File: config.mk
export PLATFORM = sky130hd
export DESIGN_NAME = csd_card_specific_data
export DESIGN_NICKNAME = d
export VERILOG_FILES = /design/src/csd_crc7.v /design/src/csd_otp_field.v /design/src/csd_card_specific_data.v
export VERILOG_INCLUDE_DIRS = /design/src /design/src/src
export SDC_FILE = /design/constraint.sdc
export NUM_CORES = 1
export LEC_CHECK = 0
export BUFFER_PORTS_ARGS = -buffer_cell sky130_fd_sc_hd__buf_4
export CAP_MARGIN = 10
export CORE_ASPECT_RATIO = 0.8
export CORE_MARGIN = 2
export CORE_UTILIZATION = 34
export DETAILED_ROUTE_END_ITERATION = 10
export GPL_TIMING_DRIVEN = 1
export PLACE_DENSITY_LB_ADDON = 0.12
export SETUP_SLACK_MARGIN = 0.02
export SLEW_MARGIN = 20
export SYNTH_ARGS = -nofsm -noshare
export SYNTH_HDL_FRONTEND = slang
export SYNTH_SLANG_ARGS = --single-unit
File: constraint.sdc
create_clock -name pclk -period 2.2 [get_ports pclk]
set_input_delay 0.22 -clock pclk [delete_from_list [all_inputs] [get_ports pclk]]
set_output_delay 0.22 -clock pclk [all_outputs]
set_load 0.01 [all_outputs]
File: src/csd_defs.vh
// Constants for the card configuration record image and its APB register map
`ifndef CSD_DEFS_VH
`define CSD_DEFS_VH

////////////////////////////////////////////////////////////////////////////////
// APB map, byte addresses
`define CSD_ADDR_W        8
`define CSD_OFF_WORD0     8'h00
`define CSD_OFF_WORD1     8'h04
`define CSD_OFF_WORD2     8'h08
`define CSD_OFF_WORD3     8'h0c
`define CSD_OFF_CONFIG    8'h10
`define CSD_OFF_STATUS    8'h14

////////////////////////////////////////////////////////////////////////////////
// Writable bits inside word 0
`define CSD_FFG_BIT       15
`define CSD_COPY_BIT      14
`define CSD_PERM_BIT      13
`define CSD_TMP_BIT       12
`define CSD_FF_HI         11
`define CSD_FF_LO         10

// Config register fields
`define CSD_CFG_BL_HI     3
`define CSD_CFG_BL_LO     0
`define CSD_CFG_HS_BIT    4
`define CSD_CFG_CS_HI     19
`define CSD_CFG_CS_LO     8
`define CSD_CFG_CM_HI     22
`define CSD_CFG_CM_LO     20

// Status register fields
`define CSD_ST_BUSY_BIT   0
`define CSD_ST_CRC_HI     7
`define CSD_ST_CRC_LO     1

////////////////////////////////////////////////////////////////////////////////
// Fixed field codes
`define CSD_LAYOUT_V10    2'h0
`define CSD_RSV6          6'h00
`define CSD_ASYNC_ACCESS  8'h26
`define CSD_CLOCKED_ACC   8'h00
`define CSD_RATE_DEFAULT  8'h32
`define CSD_RATE_HIGH     8'h5a
`define CSD_CMD_CLASSES   12'h5f5
`define CSD_RD_PARTIAL    1'h1
`define CSD_WR_MISALIGN   1'h0
`define CSD_RD_MISALIGN   1'h0
`define CSD_DSR_IMP       1'h0
`define CSD_RSV2          2'h0
`define CSD_R_CURR_MIN    3'h7
`define CSD_R_CURR_MAX    3'h6
`define CSD_W_CURR_MIN    3'h7
`define CSD_W_CURR_MAX    3'h6
`define CSD_SINGLE_BLOCK_ERASE_ENABLE  1'h1
`define CSD_SECTOR_SIZE   7'h1f
`define CSD_PROT_GRP_SIZE 7'h7f
`define CSD_PROT_GRP_EN   1'h1
`define CSD_R2W_FACTOR    3'h4
`define CSD_WR_PARTIAL    1'h0
`define CSD_RSV5          5'h00
`define CSD_END_BIT       1'h1

// Block length limits, log2 of bytes
`define CSD_BL_MIN        4'h9
`define CSD_BL_MAX        4'hb

// Reset values of writable state
`define CSD_RST_BL        4'h9
`define CSD_RST_CSIZE     12'hf22
`define CSD_RST_CMULT     3'h7
`define CSD_RST_FFG       1'h0
`define CSD_RST_COPY      1'h1
`define CSD_RST_PERM      1'h0
`define CSD_RST_TMP       1'h0
`define CSD_RST_FF        2'h0

// CRC7 engine
`define CSD_CRC_BITS      7'h78
`define CSD_CRC_POLY      7'h09

`endif

File: src/csd_crc7.v
// Serial CRC7 engine over the upper 120 bits of the record
`timescale 1ns/1ps
`default_nettype none
`include "csd_defs.vh"

module csd_crc7 (
	input  wire         pclk,    // Clock
	input  wire         presetn, // Async reset, low
	input  wire         start,   // Snapshot data and restart
	input  wire [119:0] data,    // Record bits 127:8
	output reg          busy,    // Computation running
	output reg  [6:0]   crc      // Last finished checksum
);

	reg  [119:0] shadow;
	reg  [6:0]   acc;
	reg  [6:0]   left;
	wire         fb = shadow[119] ^ acc[6];

	// One bit per cycle, msb first; restart drops any run in flight
	always @(posedge pclk or negedge presetn) begin
		if (!presetn) begin
			shadow <= 120'h0;
			acc    <= 7'h00;
			left   <= 7'h00;
			busy   <= 1'b0;
			crc    <= 7'h00;
		end else if (start) begin
			shadow <= data;
			acc    <= 7'h00;
			left   <= `CSD_CRC_BITS;
			busy   <= 1'b1;
		end else if (busy) begin
			shadow <= {shadow[118:0], 1'b0};
			acc    <= {acc[5:0], 1'b0} ^ (fb ? `CSD_CRC_POLY : 7'h00);
			left   <= left - 7'h01;
			if (left == 7'h01) begin
				busy <= 1'b0;
				crc  <= {acc[5:0], 1'b0} ^ (fb ? `CSD_CRC_POLY : 7'h00);
			end
		end
	end

endmodule
`default_nettype wire

File: src/csd_otp_field.v
// One-time programmable field: first write sticks, later writes ignored
`timescale 1ns/1ps
`default_nettype none

module csd_otp_field #(
	parameter W = 1,          // Field width
	parameter [W-1:0] INIT = 0 // Value before programming
) (
	input  wire         pclk,    // Clock
	input  wire         presetn, // Async reset, low
	input  wire         wr,      // Write strobe
	input  wire [W-1:0] wdata,   // Value to program
	output reg  [W-1:0] value,   // Current field value
	output reg          burnt    // Field already programmed
);

	// Reset stands in for a fresh part; real fuses would survive it
	always @(posedge pclk or negedge presetn) begin
		if (!presetn) begin
			value <= INIT;
			burnt <= 1'b0;
		end else if (wr && !burnt) begin
			value <= wdata;
			burnt <= 1'b1;
		end
	end

endmodule
`default_nettype wire

File: src/csd_card_specific_data.v
// APB-readable image of the card configuration record with CRC and writable bits
`timescale 1ns/1ps
`default_nettype none
`include "csd_defs.vh"

module csd_card_specific_data (
	input  wire        pclk,    // APB clock, 250 MHz
	input  wire        presetn, // Async reset, low
	input  wire        psel,    // Slave select
	input  wire        penable, // Access phase
	input  wire        pwrite,  // Write, else read
	input  wire [7:0]  paddr,   // Byte address
	input  wire [31:0] pwdata,  // Write data
	output wire        pready,  // Always ready in access
	output reg  [31:0] prdata,  // Read data, registered
	output reg         pslverr  // Unmapped address
);

	////////////////////////////////////////////////////////////////////////
	// Bus decode
	wire setup    = psel & ~penable;
	wire wr_acc   = psel & penable & pwrite;
	wire hit_w0   = (paddr == `CSD_OFF_WORD0);
	wire hit_w1   = (paddr == `CSD_OFF_WORD1);
	wire hit_w2   = (paddr == `CSD_OFF_WORD2);
	wire hit_w3   = (paddr == `CSD_OFF_WORD3);
	wire hit_cfg  = (paddr == `CSD_OFF_CONFIG);
	wire hit_st   = (paddr == `CSD_OFF_STATUS);
	wire mapped   = hit_w0 | hit_w1 | hit_w2 | hit_w3 | hit_cfg | hit_st;
	wire wr_w0    = wr_acc & hit_w0;
	wire wr_cfg   = wr_acc & hit_cfg;

	// Zero wait states keep the host's access-time math simple
	assign pready = psel & penable;

	////////////////////////////////////////////////////////////////////////
	// Configuration state
	reg  [3:0]  blk_len;
	reg         high_speed;
	reg  [11:0] dev_size;
	reg  [2:0]  size_mult;
	reg         tmp_protect;
	wire [3:0]  new_bl  = pwdata[`CSD_CFG_BL_HI:`CSD_CFG_BL_LO];
	wire        bl_ok   = (new_bl >= `CSD_BL_MIN) && (new_bl <= `CSD_BL_MAX);

	// Out-of-range block lengths keep the old value
	always @(posedge pclk or negedge presetn) begin
		if (!presetn) begin
			blk_len    <= `CSD_RST_BL;
			high_speed <= 1'b0;
			dev_size   <= `CSD_RST_CSIZE;
			size_mult  <= `CSD_RST_CMULT;
		end else if (wr_cfg) begin
			if (bl_ok)
				blk_len <= new_bl;
			high_speed <= pwdata[`CSD_CFG_HS_BIT];
			dev_size   <= pwdata[`CSD_CFG_CS_HI:`CSD_CFG_CS_LO];
			size_mult  <= pwdata[`CSD_CFG_CM_HI:`CSD_CFG_CM_LO];
		end
	end

	// Temporary protection may be set and cleared freely
	always @(posedge pclk or negedge presetn) begin
		if (!presetn)
			tmp_protect <= `CSD_RST_TMP;
		else if (wr_w0)
			tmp_protect <= pwdata[`CSD_TMP_BIT];
	end

	////////////////////////////////////////////////////////////////////////
	// One-time programmable flags
	wire       fmt_grp;
	wire       copy_flag;
	wire       perm_protect;
	wire [1:0] file_fmt;

	csd_otp_field #(.W(1), .INIT(`CSD_RST_FFG)) u_ffg (
		.pclk    (pclk),
		.presetn (presetn),
		.wr      (wr_w0),
		.wdata   (pwdata[`CSD_FFG_BIT]),
		.value   (fmt_grp),
		.burnt   ()
	);

	csd_otp_field #(.W(1), .INIT(`CSD_RST_COPY)) u_copy (
		.pclk    (pclk),
		.presetn (presetn),
		.wr      (wr_w0),
		.wdata   (pwdata[`CSD_COPY_BIT]),
		.value   (copy_flag),
		.burnt   ()
	);

	csd_otp_field #(.W(1), .INIT(`CSD_RST_PERM)) u_perm (
		.pclk    (pclk),
		.presetn (presetn),
		.wr      (wr_w0),
		.wdata   (pwdata[`CSD_PERM_BIT]),
		.value   (perm_protect),
		.burnt   ()
	);

	csd_otp_field #(.W(2), .INIT(`CSD_RST_FF)) u_ff (
		.pclk    (pclk),
		.presetn (presetn),
		.wr      (wr_w0),
		.wdata   (pwdata[`CSD_FF_HI:`CSD_FF_LO]),
		.value   (file_fmt),
		.burnt   ()
	);

	////////////////////////////////////////////////////////////////////////
	// Record assembly, msb first
	wire [7:0] rate_code = high_speed ? `CSD_RATE_HIGH : `CSD_RATE_DEFAULT;
	wire [6:0] crc;

	// Upper 120 bits feed the checksum
	wire [119:0] body = {
		`CSD_LAYOUT_V10,
		`CSD_RSV6,
		`CSD_ASYNC_ACCESS,
		`CSD_CLOCKED_ACC,
		rate_code,
		`CSD_CMD_CLASSES,
		blk_len,
		`CSD_RD_PARTIAL,
		`CSD_WR_MISALIGN,
		`CSD_RD_MISALIGN,
		`CSD_DSR_IMP,
		`CSD_RSV2,
		dev_size,
		`CSD_R_CURR_MIN,
		`CSD_R_CURR_MAX,
		`CSD_W_CURR_MIN,
		`CSD_W_CURR_MAX,
		size_mult,
		`CSD_SINGLE_BLOCK_ERASE_ENABLE,
		`CSD_SECTOR_SIZE,
		`CSD_PROT_GRP_SIZE,
		`CSD_PROT_GRP_EN,
		`CSD_RSV2,
		`CSD_R2W_FACTOR,
		blk_len,
		`CSD_WR_PARTIAL,
		`CSD_RSV5,
		fmt_grp,
		copy_flag,
		perm_protect,
		tmp_protect,
		file_fmt,
		`CSD_RSV2
	};

	wire [127:0] record = {body, crc, `CSD_END_BIT};

	////////////////////////////////////////////////////////////////////////
	// Checksum upkeep
	reg  kick;
	wire crc_busy;

	// Recompute after reset and after any write that can alter the body
	always @(posedge pclk or negedge presetn) begin
		if (!presetn)
			kick <= 1'b1;
		else
			kick <= wr_w0 | wr_cfg;
	end

	csd_crc7 u_crc (
		.pclk    (pclk),
		.presetn (presetn),
		.start   (kick),
		.data    (body),
		.busy    (crc_busy),
		.crc     (crc)
	);

	////////////////////////////////////////////////////////////////////////
	// Read path
	reg [31:0] next_rdata;

	// Status shows the engine; stale CRC is visible while busy is high
	always @* begin
		next_rdata = 32'h0000_0000;
		if (hit_w0)
			next_rdata = record[31:0];
		else if (hit_w1)
			next_rdata = record[63:32];
		else if (hit_w2)
			next_rdata = record[95:64];
		else if (hit_w3)
			next_rdata = record[127:96];
		else if (hit_cfg) begin
			next_rdata[`CSD_CFG_BL_HI:`CSD_CFG_BL_LO] = blk_len;
			next_rdata[`CSD_CFG_HS_BIT]               = high_speed;
			next_rdata[`CSD_CFG_CS_HI:`CSD_CFG_CS_LO] = dev_size;
			next_rdata[`CSD_CFG_CM_HI:`CSD_CFG_CM_LO] = size_mult;
		end else if (hit_st) begin
			next_rdata[`CSD_ST_BUSY_BIT]              = crc_busy;
			next_rdata[`CSD_ST_CRC_HI:`CSD_ST_CRC_LO] = crc;
		end
	end

	// Captured in setup so the access phase sees flopped data
	always @(posedge pclk or negedge presetn) begin
		if (!presetn) begin
			prdata  <= 32'h0000_0000;
			pslverr <= 1'b0;
		end else if (setup) begin
			prdata  <= pwrite ? 32'h0000_0000 : next_rdata;
			pslverr <= ~mapped;
		end
	end

endmodule
`default_nettype wire

* After elaboration in Yosys (flattened, before gate mapping)
Cells that the tools add are included.
** Cells by class
- Add/sub/neg operators :: 1
- Mux-type cells :: 20
- $mul :: 0
- Shift-type cells :: 0
- Eq/ne operators :: 6
- Divide/modulo/power cells :: 0
- Bitwise operators :: 16
- $lt $le $gt $ge :: 2
- Reductions and logical operators :: 13
** Operators with widths (number)
- $mux 120 :: 2
- $mux 32 :: 3
- $mux 7 :: 5
- $mux 31 :: 1
- $mux 23 :: 1
- $eq 8x4->1 const B :: 2
- $eq 8x5->1 const B :: 2
- $mux 15 :: 1
- $eq 8x3->1 const B :: 1
- $logic_not 8->1 :: 1
- $mux 8 :: 1
- $eq 7x1->1 const B :: 1
- $sub 7x1->7 const B :: 1
- $xor 7x7->7 :: 1
- $or 1x1->1 :: 6
- $and 1x1->1 :: 5
- $logic_and 1x1->1 :: 5
- $mux 5 :: 1
- $ge 4x4->1 const B :: 1
- $le 4x4->1 const B :: 1
- $logic_not 1->1 :: 4
- $mux 4 :: 1
- $mux 1 :: 3
- $mux 3 :: 1
- 5 further kinds :: 7
** Word-level totals
- Memories :: 0
- Register bits after elaboration :: 206
- Memory bits (read-only) :: 0
- Bits of input ports :: 45
- Latch bits :: 0
- Output and inout port bits :: 34
- Memory bits (writable) :: 0

* Logic depth before layout (Yosys ltp)
- Depth after elaboration :: 8
- Depth in mapped cells :: 6

* Modules after synthesis
From an unflattened synthesis, not the netlist that was laid out.
** Unflattened totals
- Cells, all modules :: 927
- Area total of the unflattened synthesis :: 9496.6 µm²
** By module, submodules not included
- csd_crc7 :: cells an instance 598, area an instance 6407.4 µm², seq. area each 3553.4 µm², times used 1
- csd_card_specific_data :: cells an instance 307, area an instance 2707.6 µm², seq. area each 1366.3 µm², times used 1
- csd_otp_field (u_ffg ...) :: cells an instance 5, area an instance 85.1 µm², seq. area each 50.0 µm², times used 2
- csd_otp_field (u_ff) :: cells an instance 7, area an instance 125.1 µm², seq. area each 75.1 µm², times used 1
- csd_otp_field (u_copy) :: cells an instance 5, area an instance 86.3 µm², seq. area each 51.3 µm², times used 1

* Least setup slack after synthesis
OpenSTA, ideal clock, no wires.
- Path kind :: reg2reg
- Start point :: reg u_crc.left[1]
- End point :: reg u_crc.crc[1]
- Cell stages (with the launch flop) :: 6
- Slack :: 585 ps
- Period minus slack after synthesis :: 1615 ps
- Arrival time :: 1490 ps
- Path through :: dfrtp_1 > inv_1 > ha_1 > nor4b_1 > nand4b_1 > mux2_2
** On the way
- Word-level cells in the longest chain between the ends :: 2
** RTL lines
- from (decl) :: RTL line csd_crc7.v:17 : reg [6:0] left;
- from (signal assigned) :: RTL line csd_crc7.v:31 : left <= `CSD_CRC_BITS;
- from (signal assigned) :: RTL line csd_crc7.v:36 : left <= left - 7'h01;
- $eq 7x1->1 :: RTL line csd_crc7.v:37 : if (left == 7'h01) begin
- $reduce_and 3->1 (no source line)
- to (signal assigned) :: RTL line csd_crc7.v:39 : crc <= {acc[5:0], 1'b0} ^ (fb ? `CSD_CRC_POLY : 7'h00);
- to (decl) :: RTL line csd_crc7.v:12 : output reg [6:0] crc
Every way passes these cells.
A chain may end at the register's enable or synchronous reset.

* Final worst setup path
- Start point :: reg u_crc.left[1]
- End point :: reg u_crc.crc[4]
Same word-level chain as after synthesis.

==> results by stage <==
Run status:
- The flow ran to the end, and the final reports show no timing, DRC or antenna violations.

Worst setup path:
- STA classifies the critical path startpoint as a register.
- At the worst endpoint, the required time is 2.58 ns.
- The worst setup path is captured at a register.
- The critical path is of the reg -> reg type.
- Along the worst path, the maximum fanout reaches 8.
- STA puts the critical path data arrival time at 2.07 ns.
- The length in cells of the worst reg-to-reg path is 6.

GRT:
- The first global-routing pass estimated 34600 um of wire.
- The total overflow left after global routing is 0.
- The pin count of the biggest net entering global routing is about 110.
- The global-route total usage across every layer is 0.156.
- The via count of the first global-routing pass is slightly above 6000.
- The number of antenna violations at the first check in global routing is 1.

Floorplan:
- The horizontal die dimension is 186 um.
- The floorplan has 53 rows.
- The initial core utilization is 0.345.
- The overall die height is between 100 and 150 um.
- The number of top-level pins is approximately 80.
- The floorplan step defined a die boundary enclosing roughly 28000 um2.
- The floorplan core area is 26200 um2.

Yosys:
- The net count of the mapped netlist is 852.
- The count of cell types in the netlist is 63.
- Of all flip-flops after synthesis, the portion carrying an async set or reset was 1.00.
- In the post-synthesis netlist, the biggest area contributors are dfrtp_1, mux2i_1, nor2b_1, a211o_1, dfstp_2.
- Synthesis handed over a netlist of roughly 810 instances.
- The fraction of synthesized cell area taken by the top area cell type is 0.527.
- The cell type contributing the most total cell area after synthesis is dfrtp_1.
- Averaged over all synthesized cells, the footprint is between 10 and 15 um2.
- The sequential cell area fraction in the yosys report is 0.565.
- Counting flops and latches in the post-synthesis netlist gives a little over 200.
- The most used flip-flop cell after synthesis is dfrtp_1.
- The total number of yosys warnings is 0.
- The synthesized cell area is approximately 9000 um2.
- The number of enable-type register cells in the synthesized netlist is 0.

Drt:
- After detailed routing, the total wire length is ~21000 um.
- For this block, wires on met1 add up to roughly 11000 um.
- The met3 layer wire length in the routed design is approximately 920 um.
- The highest layer touched by signal routing is met4.
- For this run, the detailed router's first-pass iteration total came to 5.
- In this run the remaining antenna-violating nets after routing total 0.
- Detailed routing inserted a total of ~6300 vias.
- Wire segments on met2 add up to roughly 9000 um in the final route.
- The average wire length per cell after detail routing is 16.7 um.
- After detailed routing, the number of vias per cell comes to approximately 5.0.
- The number of DRC violations after detailed-routing iteration 0 is 440.
- In the routed design, unresolved DRC markers number 0.

CTS:
- The post-cts repair resize count is 0.
- The clock network latency to the later pin of the worst-skew pair is 0.50 ns.
- Counting every sink on the clock net gives just over 200.
- Clock-pin slew was measured on the worst setup and hold paths at about 0.060 ns.
- The CTS tree is done.
- Counting along the longest clock path gives a buffer depth of 3.
- In this run, CTS created clock tree buffers numbering 23.
- The H-tree level count is 1.
- The cell sitting at the root of the clock tree is a clkbuf_16.

Power and ir drop:
- The standby leakage power is 5.34 nW.
- The worst voltage drop across the vdd grid is approximately 0.00054 V.
- In this run the power density over the cells is roughly 800 nW/um2.

Placement:
- The global placement routability congestion is about 0.87.
- The detailed-placement wirelength estimate is 14000 um.
- Input and output buffers added on the ports amount to 66.
- Counting tap cells, the placed design contains a total of ~1200 instances.

Final layout:
- Fill cells in the final layout number 2504.
- The net count reported at finish is approximately 930.
- The final cell count without fillers is approximately 1300.
- The antenna diode instance count is 0.
- Of the cells placed in the final design, the portion with a size suffix greater than 1 is 0.190.
- The area growth from synthesis to layout is 20.8%.

STA:
- Setup repair after global routing left no endpoint under its margin.
- In the finished design, the share of the clock period the worst path needs comes to 0.768.
- The transition at the pin with the smallest max-transition slack is between 0.5 and 0.6 ns.
- In this run the tightest slew margin relative to its limit is 0.640.
- The top achievable clock speed is about 0.59 GHz.
- The number of setup violations in the final report is 0.
- The number of hold-slack violations in the final timing report is 0.
- The clock skew after layout is about 0.016 ns.
- The final worst hold slack is 0.0394 ns.
- The total count of max-transition violations in the final report is 0.
- The clock period minus worst slack is 1.69 ns.
- The summed negative setup slack over all endpoints is 0 ns.

Min path:
- The hold path depth is 4.
- The path type of the worst min-delay path is in -> reg.

Run:
- The max-capacitance violation count is 0.
==> flip-flops by register name (all words and copies together) (netlist names), 2 cells and up <==
name          cells
size_mult         3
u_ff.value        2
u_crc.crc         7
dev_size         12
u_crc.left        7
u_crc.acc         7
u_crc.shadow    118
blk_len           4
prdata           31
==> cell families (layout without fill, tap and decap cells) <==
| family | after synthesis | after routing | synth area share |
|---|---|---|---|
| multiplexers | 105 | 105 | 0.120 |
| flip-flops | 203 | 203 | 0.565 |
| AO/OA/AOI/OAI | 162 | 162 | 0.125 |
| buffers and inverters | 65 | 159 | 0.0345 |
| AND/OR/NAND/NOR | 262 | 262 | 0.147 |
| XOR/XNOR | 6 | 6 | 0.00582 |
| adder cells (fa/ha/maj) | 2 | 2 | 0.00277 |
==> per-stage QoR <==
stage	instance area [um2]	power, W	util	setup WS (ns)
2_1_floorplan	9030	0.00474	-	0.585
3_3_place_gp	9940	0.00502	0.380	0.303
3_5_place_dp	9940	0.00505	0.380	0.261
4_1_cts	10900	0.00887	0.416	0.288
5_1_grt	10900	0.00922	0.416	0.284
6_report	10900	0.00875	0.416	0.510
==> path summary, 6_finish.rpt <==
| check | startpoint | endpoint | slack (ns) |
|---|---|---|---|
| max | u_crc.left[1]$_DFFE_PN0P_ | u_crc.crc[4]$_DFFE_PN0P_ | 0.51 |
| min | pwdata[2] | blk_len[1]$_DFFE_PN0P_ | 0.04 |
| max reg2reg | u_crc.left[1]$_DFFE_PN0P_ | u_crc.crc[4]$_DFFE_PN0P_ | 0.51 |
| min reg2reg | u_perm.burnt$_DFFE_PN0P_ | u_perm.burnt$_DFFE_PN0P_ | 0.47 |
| max in group asynchronous | presetn | u_crc.shadow[101]$_DFFE_PN0P_ | 1.21 |
| min in group asynchronous | presetn | u_crc.shadow[95]$_DFFE_PN0P_ | 0.24 |
==> repair_timing <==
action / in CTS / in global routing
setup buffers: 0 / 1
setup endpoints to repair: 0 / 6
hold endpoints to repair: 71 / 0
hold buffers: 20 / 0
==> report_power, final <==
part           switching [W]  internal (W)  leakage [nW]  total [W]
clock                0.00149       0.00226         0.369    0.00375
sequential          0.000162       0.00397          2.76    0.00414
combinational       0.000450      0.000418          2.21   0.000868
==> critical path, stage by stage, from the launching register on <==
cell      delay, ns
dfrtp_1        0.38
inv_1          0.08
ha_1           0.15
nor4b_1        0.35
nand4b_1       0.15
buf_4          0.19
mux2_2         0.27
==> cell usage after synthesis (3+ instances only) <==
cell type and count:
a21o_1 3, nor3_2 3, mux2_2 13, buf_2 22
a22oi_1 3, clkbuf_1 29, o21ai_2 5, nand2b_1 10
nand3_1 6, a211oi_1 13, xnor2_1 4, nor2b_1 63
mux2i_1 77, nor2_1 84, nand2_1 61, a21oi_1 16
a2bb2oi_1 5, a211o_1 39, nor3_1 8, dfrtp_1 190
a32o_1 4, or3_1 5, o21ai_0 50, o21ai_1 3
mux2_1 15, o31ai_1 3, dfstp_2 13, nand4_1 4
inv_1 7, buf_6 3
==> final cells by class <==
| cell class | count | area [um2] | area share |
|---|---|---|---|
| sequential | 203 | 5100 | 0.468 |
| multi-input combinational | 537 | 3620 | 0.332 |
| timing repair buffer | 110 | 957 | 0.0878 |
| clock buffer | 37 | 688 | 0.0631 |
| tap | 357 | 447 | 0.0410 |
| clock inverter | 5 | 60.1 | 0.00551 |
| inverter | 7 | 26.3 | 0.00241 |
==> cells in the final DEF, fill, tap and decap left out, types with 3 or more instances in the layout <==
cell type and count:
a211o_1 39, a211oi_1 13, a21o_1 3, a21oi_1 16
a22oi_1 3, a2bb2oi_1 5, a32o_1 4, buf_12 6
buf_4 83, clkbuf_1 8, clkbuf_16 23, clkbuf_8 7
dfrtp_1 189, dfstp_2 12, dlygate4sd3_1 20, inv_1 7
mux2_1 15, mux2_2 13, mux2i_1 77, nand2_1 61
nand2b_1 10, nand3_1 6, nand4_1 4, nor2_1 84
nor2b_1 63, nor3_1 8, nor3_2 3, o21ai_0 50
o21ai_1 3, o21ai_2 5, o31ai_1 3, or3_1 5
xnor2_1 4
==> layer usage <==
layer | GRT usage | vias up
li1 | - | 2979
met1 | 0.243 | 3119
met2 | 0.226 | 129
met3 | 0.0275 | 32
met4 | 0.0358 | 0
met5 | 0 | -
Power figures use the tool's default switching activity.
